<file path="src/sclksw_pkg.sv">
// What this block does
// - switching allowed only when enable config is 0
// - select bit 0 main, 1 secondary
// - nrst clears the select bit; the reset wake leaves it
// - secondary disabled: writes ignored, bit reads 0
// - select writable only when both enables allow
// - bits 7 to 1 read zero, ignore writes
// - wait eight target rising edges before handover
// - no system clock pulse narrower than sources
// - to secondary: freeze at first quarter, resume after eight
// - back to crystal main: add startup delay
// - startup delay is 1024 main oscillator cycles
// - fast x4 crystal: startup plus 2 ms lock
// - resistor-capacitor and external clock: eight cycles only
// - sleep stops clocks, holds core at first quarter
// - leave sleep on reset, watchdog or interrupt
// - sleep: out pin low, or port bit 6
// - resistor-capacitor: out pin carries source divided by 4
`default_nettype none

package sclksw_pkg;

	// ----------------------------------------
	// register map
	// ----------------------------------------
	localparam logic [11:0] OSC_CTRL_ADDR = 12'h000;
	localparam logic [11:0] SWITCH_STATUS_ADDR = 12'h004;
	localparam int SELECT_BIT = 0;
	localparam logic OSC_CTRL_RESET = 1'b0;

	// ----------------------------------------
	// main oscillator modes
	// ----------------------------------------
	localparam logic [2:0] MODE_LOW_XTAL = 3'h0;
	localparam logic [2:0] MODE_STD_XTAL = 3'h1;
	localparam logic [2:0] MODE_FAST_XTAL = 3'h2;
	localparam logic [2:0] MODE_FAST_X4 = 3'h3;
	localparam logic [2:0] MODE_RES_CAP = 3'h4;
	localparam logic [2:0] MODE_RES_CAP_IO = 3'h5;
	localparam logic [2:0] MODE_EXT_CLK = 3'h6;
	localparam logic [2:0] MODE_EXT_CLK_IO = 3'h7;

	// ----------------------------------------
	// timing
	// ----------------------------------------
	localparam int SYNC_EDGES = 8;
	localparam int STARTUP_CYCLES = 1024;
	localparam int CLK_PERIOD_NS = 20;
	localparam int LOCK_TIME_NS = 2000000;
	localparam int LOCK_CYCLES = LOCK_TIME_NS / CLK_PERIOD_NS;
	localparam logic [1:0] FIRST_QUARTER = 2'h0;
	localparam logic [1:0] LAST_QUARTER = 2'h3;

	typedef enum logic [2:0] {
		ST_RUN,
		ST_ALIGN,
		ST_STARTUP,
		ST_LOCK,
		ST_SYNC,
		ST_SLEEP
	} sclksw_state_e;

endpackage

`default_nettype wire

</file>
<file path="src/sclksw_clock_switch.sv">
// Local design decisions: the APB interface to the registers and the register offsets.
`timescale 1ns/100ps
`default_nettype none

module sclksw_clock_switch #(
	parameter int LOCK_CYCLES = sclksw_pkg::LOCK_CYCLES
) (
	// clock and reset
	input wire logic core_clk,
	input wire logic nrst,
	// apb slave
	input wire logic psel,
	input wire logic penable,
	input wire logic pwrite,
	input wire logic [11:0] paddr,
	input wire logic [31:0] pwdata,
	output logic [31:0] prdata,
	output logic pready,
	output logic pslverr,
	// configuration and neighbour control
	input wire logic clockSwitchEnableCfg,
	input wire logic [2:0] mainOscModeCfg,
	input wire logic secondaryOscEnable,
	// oscillator sources
	input wire logic mainOscIn,
	input wire logic secOscIn,
	// sleep and wake
	input wire logic sleepReq,
	input wire logic wakeExtReset,
	input wire logic wakeWatchdog,
	input wire logic wakeInterrupt,
	// core side
	output logic sysClk,
	output logic coreHold,
	output logic [1:0] qPhase,
	output logic mainOscRun,
	output logic inSleep,
	// osc out pin and port bit 6
	input wire logic oscOutPinIn,
	output logic oscOutPinOut,
	output logic oscOutPinOe,
	input wire logic portA6Out,
	input wire logic portA6Oe,
	output logic portA6In
);

	// ----------------------------------------
	// helpers
	// ----------------------------------------
	function automatic logic riseSeen(input logic s2, input logic s3, input logic stable);
		riseSeen = s2 & s3 & ~stable;
	endfunction

	function automatic logic isCrystal(input logic [2:0] m);
		isCrystal = (m == sclksw_pkg::MODE_LOW_XTAL) || (m == sclksw_pkg::MODE_STD_XTAL) ||
			(m == sclksw_pkg::MODE_FAST_XTAL) || (m == sclksw_pkg::MODE_FAST_X4);
	endfunction

	function automatic logic isIoMode(input logic [2:0] m);
		isIoMode = (m == sclksw_pkg::MODE_RES_CAP_IO) || (m == sclksw_pkg::MODE_EXT_CLK_IO);
	endfunction

	// ----------------------------------------
	// input synchronisers
	// ----------------------------------------
	logic [2:0] mainSync_r;
	logic [2:0] secSync_r;
	logic [2:0] pinSync_r;
	logic mainStable_r, secStable_r;
	logic mainRise, secRise;

	always_ff @(posedge core_clk or negedge nrst)
	begin
		if (!nrst)
		begin
			mainSync_r <= 3'h0;
			secSync_r <= 3'h0;
			pinSync_r <= 3'h0;
		end
		else
		begin
			mainSync_r <= {mainSync_r[1:0], mainOscIn};
			secSync_r <= {secSync_r[1:0], secOscIn};
			pinSync_r <= {pinSync_r[1:0], oscOutPinIn};
		end
	end

	always_ff @(posedge core_clk or negedge nrst)
	begin
		if (!nrst)
		begin
			mainStable_r <= 1'b0;
			secStable_r <= 1'b0;
			portA6In <= 1'b0;
		end
		else
		begin
			if (mainSync_r[1] == mainSync_r[2])
				mainStable_r <= mainSync_r[2];
			if (secSync_r[1] == secSync_r[2])
				secStable_r <= secSync_r[2];
			if (pinSync_r[1] == pinSync_r[2])
				portA6In <= pinSync_r[2];
		end
	end

	assign mainRise = riseSeen(mainSync_r[1], mainSync_r[2], mainStable_r);
	assign secRise = riseSeen(secSync_r[1], secSync_r[2], secStable_r);

	// ----------------------------------------
	// oscillator control register
	// ----------------------------------------
	logic selectSec_r;
	logic selAllowed;
	logic wrOscCtrl;

	assign selAllowed = !clockSwitchEnableCfg && secondaryOscEnable;
	assign wrOscCtrl = psel && penable && pwrite && (paddr == sclksw_pkg::OSC_CTRL_ADDR);

	always_ff @(posedge core_clk or negedge nrst)
	begin
		if (!nrst)
			selectSec_r <= sclksw_pkg::OSC_CTRL_RESET;
		else if (!selAllowed)
			selectSec_r <= 1'b0;
		else if (wrOscCtrl)
			selectSec_r <= pwdata[sclksw_pkg::SELECT_BIT];
	end

	// ----------------------------------------
	// switch and sleep sequencer
	// ----------------------------------------
	sclksw_pkg::sclksw_state_e state_r;
	logic activeSec_r;
	logic targetSec_r;
	logic sleepPend_r;
	logic [1:0] phase_r;
	logic [3:0] syncCnt_r;
	logic [10:0] startCnt_r;
	logic [16:0] lockCnt_r;
	logic activeRise;
	logic targetRise;
	logic alignEdge;
	logic wake;
	logic startDone;
	logic lockDone;

	assign activeRise = activeSec_r ? secRise : mainRise;
	assign targetRise = targetSec_r ? secRise : mainRise;
	assign alignEdge = activeRise && (phase_r == sclksw_pkg::LAST_QUARTER);
	assign wake = wakeExtReset || wakeWatchdog || wakeInterrupt;
	assign startDone = mainRise &&
		(startCnt_r == 11'(sclksw_pkg::STARTUP_CYCLES - 1));
	assign lockDone = (lockCnt_r == 17'(LOCK_CYCLES - 1));

	always_ff @(posedge core_clk or negedge nrst)
	begin
		if (!nrst)
			sleepPend_r <= 1'b0;
		else if (sleepReq)
			sleepPend_r <= 1'b1;
		else if (state_r == sclksw_pkg::ST_SLEEP)
			sleepPend_r <= 1'b0;
	end

	always_ff @(posedge core_clk or negedge nrst)
	begin
		if (!nrst)
		begin
			state_r <= sclksw_pkg::ST_RUN;
			activeSec_r <= 1'b0;
			targetSec_r <= 1'b0;
		end
		else
		begin
			case (state_r)
				sclksw_pkg::ST_RUN:
				begin
					if (sleepPend_r || sleepReq || (selectSec_r != activeSec_r))
						state_r <= sclksw_pkg::ST_ALIGN;
				end
				sclksw_pkg::ST_ALIGN:
				begin
					if (alignEdge)
					begin
						if (sleepPend_r)
							state_r <= sclksw_pkg::ST_SLEEP;
						else if (selectSec_r != activeSec_r)
						begin
							targetSec_r <= selectSec_r;
							if (!selectSec_r && isCrystal(mainOscModeCfg))
								state_r <= sclksw_pkg::ST_STARTUP;
							else
								state_r <= sclksw_pkg::ST_SYNC;
						end
						else
							state_r <= sclksw_pkg::ST_RUN;
					end
				end
				sclksw_pkg::ST_SLEEP:
				begin
					if (wake)
					begin
						targetSec_r <= activeSec_r;
						if (!activeSec_r && isCrystal(mainOscModeCfg))
							state_r <= sclksw_pkg::ST_STARTUP;
						else
							state_r <= sclksw_pkg::ST_SYNC;
					end
				end
				sclksw_pkg::ST_STARTUP:
				begin
					if (startDone)
					begin
						if (mainOscModeCfg == sclksw_pkg::MODE_FAST_X4)
							state_r <= sclksw_pkg::ST_LOCK;
						else
							state_r <= sclksw_pkg::ST_SYNC;
					end
				end
				sclksw_pkg::ST_LOCK:
				begin
					if (lockDone)
						state_r <= sclksw_pkg::ST_SYNC;
				end
				sclksw_pkg::ST_SYNC:
				begin
					if (targetRise && (syncCnt_r == 4'(sclksw_pkg::SYNC_EDGES - 1)))
					begin
						activeSec_r <= targetSec_r;
						state_r <= sclksw_pkg::ST_RUN;
					end
				end
				default:
					state_r <= sclksw_pkg::ST_RUN;
			endcase
		end
	end

	// ----------------------------------------
	// delay counters
	// ----------------------------------------
	always_ff @(posedge core_clk or negedge nrst)
	begin
		if (!nrst)
			syncCnt_r <= 4'h0;
		else if (state_r != sclksw_pkg::ST_SYNC)
			syncCnt_r <= 4'h0;
		else if (targetRise)
			syncCnt_r <= syncCnt_r + 4'h1;
	end

	always_ff @(posedge core_clk or negedge nrst)
	begin
		if (!nrst)
			startCnt_r <= 11'h000;
		else if (state_r != sclksw_pkg::ST_STARTUP)
			startCnt_r <= 11'h000;
		else if (mainRise)
			startCnt_r <= startCnt_r + 11'h001;
	end

	always_ff @(posedge core_clk or negedge nrst)
	begin
		if (!nrst)
			lockCnt_r <= 17'h00000;
		else if (state_r != sclksw_pkg::ST_LOCK)
			lockCnt_r <= 17'h00000;
		else
			lockCnt_r <= lockCnt_r + 17'h00001;
	end

	// ----------------------------------------
	// instruction phase and system clock
	// ----------------------------------------
	logic running;
	logic activeLevel;
	logic targetLevel;
	logic finishing;

	assign running = (state_r == sclksw_pkg::ST_RUN) || (state_r == sclksw_pkg::ST_ALIGN);
	assign activeLevel = activeSec_r ? secStable_r : mainStable_r;
	assign targetLevel = targetSec_r ? secStable_r : mainStable_r;
	assign finishing = (state_r == sclksw_pkg::ST_SYNC) && targetRise &&
		(syncCnt_r == 4'(sclksw_pkg::SYNC_EDGES - 1));

	always_ff @(posedge core_clk or negedge nrst)
	begin
		if (!nrst)
			phase_r <= sclksw_pkg::FIRST_QUARTER;
		else if (running && activeRise)
			phase_r <= phase_r + 2'h1;
	end

	always_ff @(posedge core_clk or negedge nrst)
	begin
		if (!nrst)
			sysClk <= 1'b0;
		else if (state_r == sclksw_pkg::ST_RUN)
			sysClk <= activeLevel;
		else if (state_r == sclksw_pkg::ST_ALIGN)
			sysClk <= alignEdge ? sysClk : activeLevel;
		else if (finishing)
			sysClk <= targetLevel;
		else
			sysClk <= sysClk & activeLevel;
	end

	assign coreHold = !running;
	assign qPhase = phase_r;
	assign inSleep = (state_r == sclksw_pkg::ST_SLEEP);
	assign mainOscRun = !inSleep;

	// ----------------------------------------
	// osc out pin
	// ----------------------------------------
	logic divOut_r;

	always_ff @(posedge core_clk or negedge nrst)
	begin
		if (!nrst)
			divOut_r <= 1'b0;
		else if (inSleep)
			divOut_r <= 1'b0;
		else
			divOut_r <= phase_r[1];
	end

	always_comb
	begin
		if (isIoMode(mainOscModeCfg))
		begin
			oscOutPinOut = portA6Out;
			oscOutPinOe = portA6Oe;
		end
		else if (isCrystal(mainOscModeCfg))
		begin
			oscOutPinOut = 1'b0;
			oscOutPinOe = 1'b0;
		end
		else
		begin
			oscOutPinOut = divOut_r;
			oscOutPinOe = 1'b1;
		end
	end

	// ----------------------------------------
	// apb read side
	// ----------------------------------------
	logic addrHit;

	always_comb
	begin
		prdata = 32'h00000000;
		addrHit = 1'b1;
		if (paddr == sclksw_pkg::OSC_CTRL_ADDR)
			prdata = {31'h00000000, selectSec_r};
		else if (paddr == sclksw_pkg::SWITCH_STATUS_ADDR)
			prdata = {26'h0000000, phase_r, inSleep, coreHold, targetSec_r, activeSec_r};
		else
			addrHit = 1'b0;
	end

	assign pready = 1'b1;
	assign pslverr = psel && penable && !addrHit;

endmodule

`default_nettype wire

</file>
<file path="config.mk">
export PLATFORM = sky130hd
export DESIGN_NAME = sclksw_clock_switch
export DESIGN_NICKNAME = d
export VERILOG_FILES = /design/src/sclksw_pkg.sv /design/src/sclksw_clock_switch.sv
export SDC_FILE = /design/constraint.sdc
export NUM_CORES = 1
export LEC_CHECK = 0
export ABC_AREA = 0
export BUFFER_PORTS_ARGS = -buffer_cell sky130_fd_sc_hd__buf_2
export CORE_MARGIN = 10
export CORE_UTILIZATION = 30
export DETAILED_ROUTE_END_ITERATION = 16
export PLACE_DENSITY = 0.55
export SKIP_LAST_GASP = 1
export SYNTH_ARGS = -nofsm -noshare
export SYNTH_HDL_FRONTEND = slang
export SYNTH_SLANG_ARGS = --single-unit
</file>
<file path="constraint.sdc">
create_clock -name core_clk -period 4.5 [get_ports core_clk]
set_input_delay 0.9 -clock core_clk [delete_from_list [all_inputs] [get_ports core_clk]]
set_output_delay 0.9 -clock core_clk [all_outputs]
set_load 0.03 [all_outputs]
</file>
# Word level (Yosys, flattened, before mapping)
# Index checks and enable logic that the tools add are counted.
# totals
ram_bits	0
latchBits	0
mem_count	0
wordCells	141
romBits	0
register_bits	55
# op_classes
n_shift	0
n_lt_le_gt_ge	0
eq_ne	32
muxes	43
bitwise	7
n_reduce_logical	38
multipliers	0
n_addsub	4
div_mod_pow	0
# ops
operator	n
3-bit two-way mux	11
1-bit two-way mux	23
11-bit two-way mux	2
3-bit case mux with 6 select lines	1
17-bit by 1-bit adder with 17-bit output (second input constant)	1
17-bit equality test (second input constant)	1
17-bit two-way mux	1
2-bit inequality test (second input constant)	7
1-bit logical AND	13
12-bit by 3-bit equality test with 1-bit output (second input constant)	1
3-bit by 2-bit equality test with 1-bit output (second input constant)	4
3-bit equality test (second input constant)	4
12-bit logical NOT	1
6-bit two-way mux	2
11-bit by 1-bit adder with 11-bit output (second input constant)	1
11-bit by 10-bit equality test with 1-bit output (second input constant)	1
1-bit logical OR	9
4-bit two-way mux	2
2-bit nonzero test	4
3-bit by 1-bit equality test with 1-bit output (second input constant)	2
1-bit logical NOT	6
3-bit logical NOT	2
3-bit by 2-bit inequality test with 1-bit output (second input constant)	2
3-bit inequality test (second input constant)	2
13 further kinds	21

# Longest topological paths before layout
# logic_depth
depth_word	10
depth_mapped	7

# Worst setup path after synthesis
# No wires, ideal clock.
# synth_path
path_type	in2out
from	input port paddr[5]
to	output port prdata[2]
stages	5
path_buffers	1
setup_slack_ns	1.644
t_arrival_ns	1.956
path_cell_list	nor4_1 -> and3_1 -> clkbuf_1 -> nand2_1 -> nor2_1
# synth_between
elab_chain_len	3
elab_cells_between_ends	4
classes_between	1 x eq/ne; 2 x mux; 1 x reduce/logical
# synth_rtl
item	line_no	rtl
start, declared	sclksw_clock_switch.sv:15	input wire logic [11:0] paddr,
12-bit by 3-bit equality test with 1-bit output	sclksw_clock_switch.sv:359	else if (paddr == sclksw_pkg::SWITCH_STATUS_ADDR)
6-bit two-way mux	sclksw_clock_switch.sv:359	
6-bit two-way mux *	sclksw_clock_switch.sv:357	if (paddr == sclksw_pkg::OSC_CTRL_ADDR)
end, declared	sclksw_clock_switch.sv:17	output logic [31:0] prdata,
# Every way passes the cells marked *; elsewhere a longest branch is shown, timed or not.

# Worst setup path after layout
# layout_path
from	input port paddr[5]
to	output port prdata[3]
# The elaborated chain is that of the path after synthesis.

==> results.sh <==
export IMPL_area_growth_pct=12.8
export IMPL_met2_usage_pct=15.0
export IMPL_ys_ff_latch=55
export IMPL_setup_tns_ns=0
export IMPL_fp_dieW_um=119
export IMPL_track_usage_pct=8.59
export IMPL_core_area_mm2=0.00968
export IMPL_skew_ns=0.00985
export IMPL_r2r_start="state_r[2]$_DFFE_PN0P_"
export IMPL_synth_cell_types=53
export IMPL_fin_crit_sh_pct=63.0
export IMPL_via_count=2093
export IMPL_cts_setup_buffers=0
export IMPL_power_total_uw=914
export IMPL_htree_levels=2
export IMPL_hold_path_class="register to register"
export IMPL_syn_area_per_cell_um2=9.95
export IMPL_grt_start_max_net_pins=36
export IMPL_wl_per_cell_um=12.7
export IMPL_setup_violations=0
export IMPL_final_cell_mix="55 x dfrtp_1, 47 x buf_2, 43 x nor2_1"
export IMPL_dp_cells=468
export IMPL_grt_ovfl_total=0
export IMPL_layout_commonest_cell="dfrtp_1"
export IMPL_r2r_end="state_r[2]$_DFFE_PN0P_"
export IMPL_crit_path_max_fanout=7
export IMPL_grt_pass1_vias=2279
export IMPL_clock_path_buffers=2
export IMPL_layout_drive_gt1_share_pct=20.8
export IMPL_dpl_hpwl_mm=4.60
export IMPL_critical_path_class="primary input to primary output"
export IMPL_tightest_slew_ns=0.545
export IMPL_outcome="finished clean"
export IMPL_synth_area_mm2=0.00295
export IMPL_finalNetCount=411
export IMPL_rrSetupSlack_ns=2.39
export IMPL_fill_cells=1007
export IMPL_worstPathRequired_ns=3.60
export IMPL_grt_first_pass_wirelength_mm=10.5
export IMPL_gp_congestion=0.769
export IMPL_io_pins=106
export IMPL_cp_end_kind="primary output"
export IMPL_clk_latency_ns=0.30
export IMPL_drtIter0Drc=65
export IMPL_fmax_mhz=353
export IMPL_period_minus_slack_ns=2.84
export IMPL_firstDrtPassIters=4
export IMPL_slew_viol_final=0
export IMPL_num_rows=36
export IMPL_clkTransAtPathRegs_ns=0.10
export IMPL_yosysWarnings=0
export IMPL_worstHoldPathCells=0
export IMPL_ant_nets=0
export IMPL_crit_arrival_ns=1.94
export IMPL_p_leak_uw=0.00154
export IMPL_rsz0062_at_grt="false"
export IMPL_synth_main_ff_cell="dfrtp_1"
export IMPL_post_place_ws_ns=1.65
export IMPL_post_cts_resized=0
export IMPL_irDropWorstVdd_uv=133
export IMPL_power_density_mw_per_mm2=275
export IMPL_synthArstFlopShare_pct=100
export IMPL_antennaDiodeCount=0
export IMPL_slew_headroom_pct=63.6
export IMPL_viasPerCell=4.41
export IMPL_die_area_mm2=0.0142
export IMPL_die_h_um=119
export IMPL_synthCells=296
export IMPL_io_buffer_count=47
export IMPL_whs_ns=0.357
export IMPL_use_met3_pct=2.79
export IMPL_antenna_found_initial=0
export IMPL_crit_path_start_kind="primary input"
export IMPL_synth_edf_count=0
export IMPL_drv_cap=0
export IMPL_cts_tree="built"
export IMPL_grt_busiest_layer="met2"
export IMPL_numCtsBuffers=5
export IMPL_rr_worst_depth=5
export IMPL_hold_buffers=0
export IMPL_post_route_drc_count=0
export IMPL_worstHoldStart="mainSync_r[0]$_DFF_PN0_"
export IMPL_min_to="mainSync_r[1]$_DFF_PN0_"
export IMPL_cts_sinks=55
export IMPL_ys_seq_area_share_pct=46.7
export IMPL_drt_total_wl_mm=6.03
export IMPL_start_util_pct=30.4
export IMPL_finalHoldViolations=0
export IMPL_instances_no_fill=475
export IMPL_use_met1_pct=9.96
export IMPL_fin_ws_ns=1.66
export IMPL_clock_root_buffer="clkbuf_8"
worst max-delay path by stage:
| stage | from | cells past startpoint | slack [ns] | endpoint |
|---|---|---|---|---|
| floorplan | paddr[5] | 5 | 1.64 | prdata[2] |
| global placement | paddr[1] | 6 | 1.66 | prdata[2] |
| detailed placement | paddr[5] | 6 | 1.65 | prdata[3] |
| CTS | paddr[5] | 6 | 1.65 | prdata[3] |
| global route | paddr[1] | 6 | 1.47 | prdata[2] |
| finish | paddr[5] | 6 | 1.66 | prdata[3] |
state kept, by name (all words and copies together) (netlist names):
| register | flops |
|---|---|
| secSync_r | 3 |
| divOut_r | 1 |
| portA6In | 1 |
| pinSync_r | 3 |
| selectSec_r | 1 |
| sleepPend_r | 1 |
| syncCnt_r | 4 |
| lockCnt_r | 17 |
| sysClk | 1 |
| activeSec_r | 1 |
| state_r | 3 |
| mainStable_r | 1 |
| mainSync_r | 3 |
| qPhase | 2 |
| targetSec_r | 1 |
| secStable_r | 1 |
| startCnt_r | 11 |
where the power goes:
group	switching (uW)	internal, uW	total [uW]
Sequential	5.32	502	507
Clock	163	163	326
Combinational	57.9	22.7	80.6
synth_stat cells, types with 6 or more instances:
master	number	share of area, %
mux2_2	7	2.7
nand4_1	8	1.7
dfrtp_1	55	47
xor2_1	17	5.1
nand3_1	11	1.9
ha_1	6	2.5
inv_1	7	0.89
nor2b_1	8	1.7
nor2_1	43	5.5
buf_4	27	6.9
and3_1	7	1.5
o21ai_0	6	1.0
xnor2_1	11	3.3
nand2_1	24	3.1
worst max-delay path, stage by stage:
cell and delay [ns]:
buf_2 0.10, nor4_1 0.24, and3_1 0.31, nand2_1 0.10, nor2_1 0.08, buf_2 0.20
logic make-up after synthesis:
| logic type | synth area share (%) |
|---|---|
| AOI/OAI and AO/OA | 5.95 |
| xor gates and xnor gates | 8.32 |
| adders and majority gates | 2.89 |
| buffers and inverters | 8.79 |
| DFF | 46.7 |
| muxes | 5.27 |
| other | 0.255 |
| and+or+nand+nor | 21.8 |
stage by stage:
stage / util [%] / cell area, um2
2_1_floorplan: - / 3040
3_3_place_gp: 33.2 / 3220
3_5_place_dp: 33.2 / 3220
4_1_cts: 34.3 / 3320
5_1_grt: 34.3 / 3320
6_report: 34.3 / 3320
per-layer routing:
layer / wire length (um) / vias to the layer above
met5: 0 / -
li1: - / 1038
met1: 2660 / 1009
met4: 27 / 0
met3: 333 / 2
met2: 3010 / 44
cell type report:
type	instances	area [um2]	area share, %
clock buffer	5	68.8	2.07
clock inverter	2	37.5	1.13
inverter	7	26.3	0.791
multi-input combinational	225	1410	42.3
sequential	55	1380	41.4
tap	133	166	5.01
timing repair buffer	48	243	7.30
(Power assumes the default switching activity.)
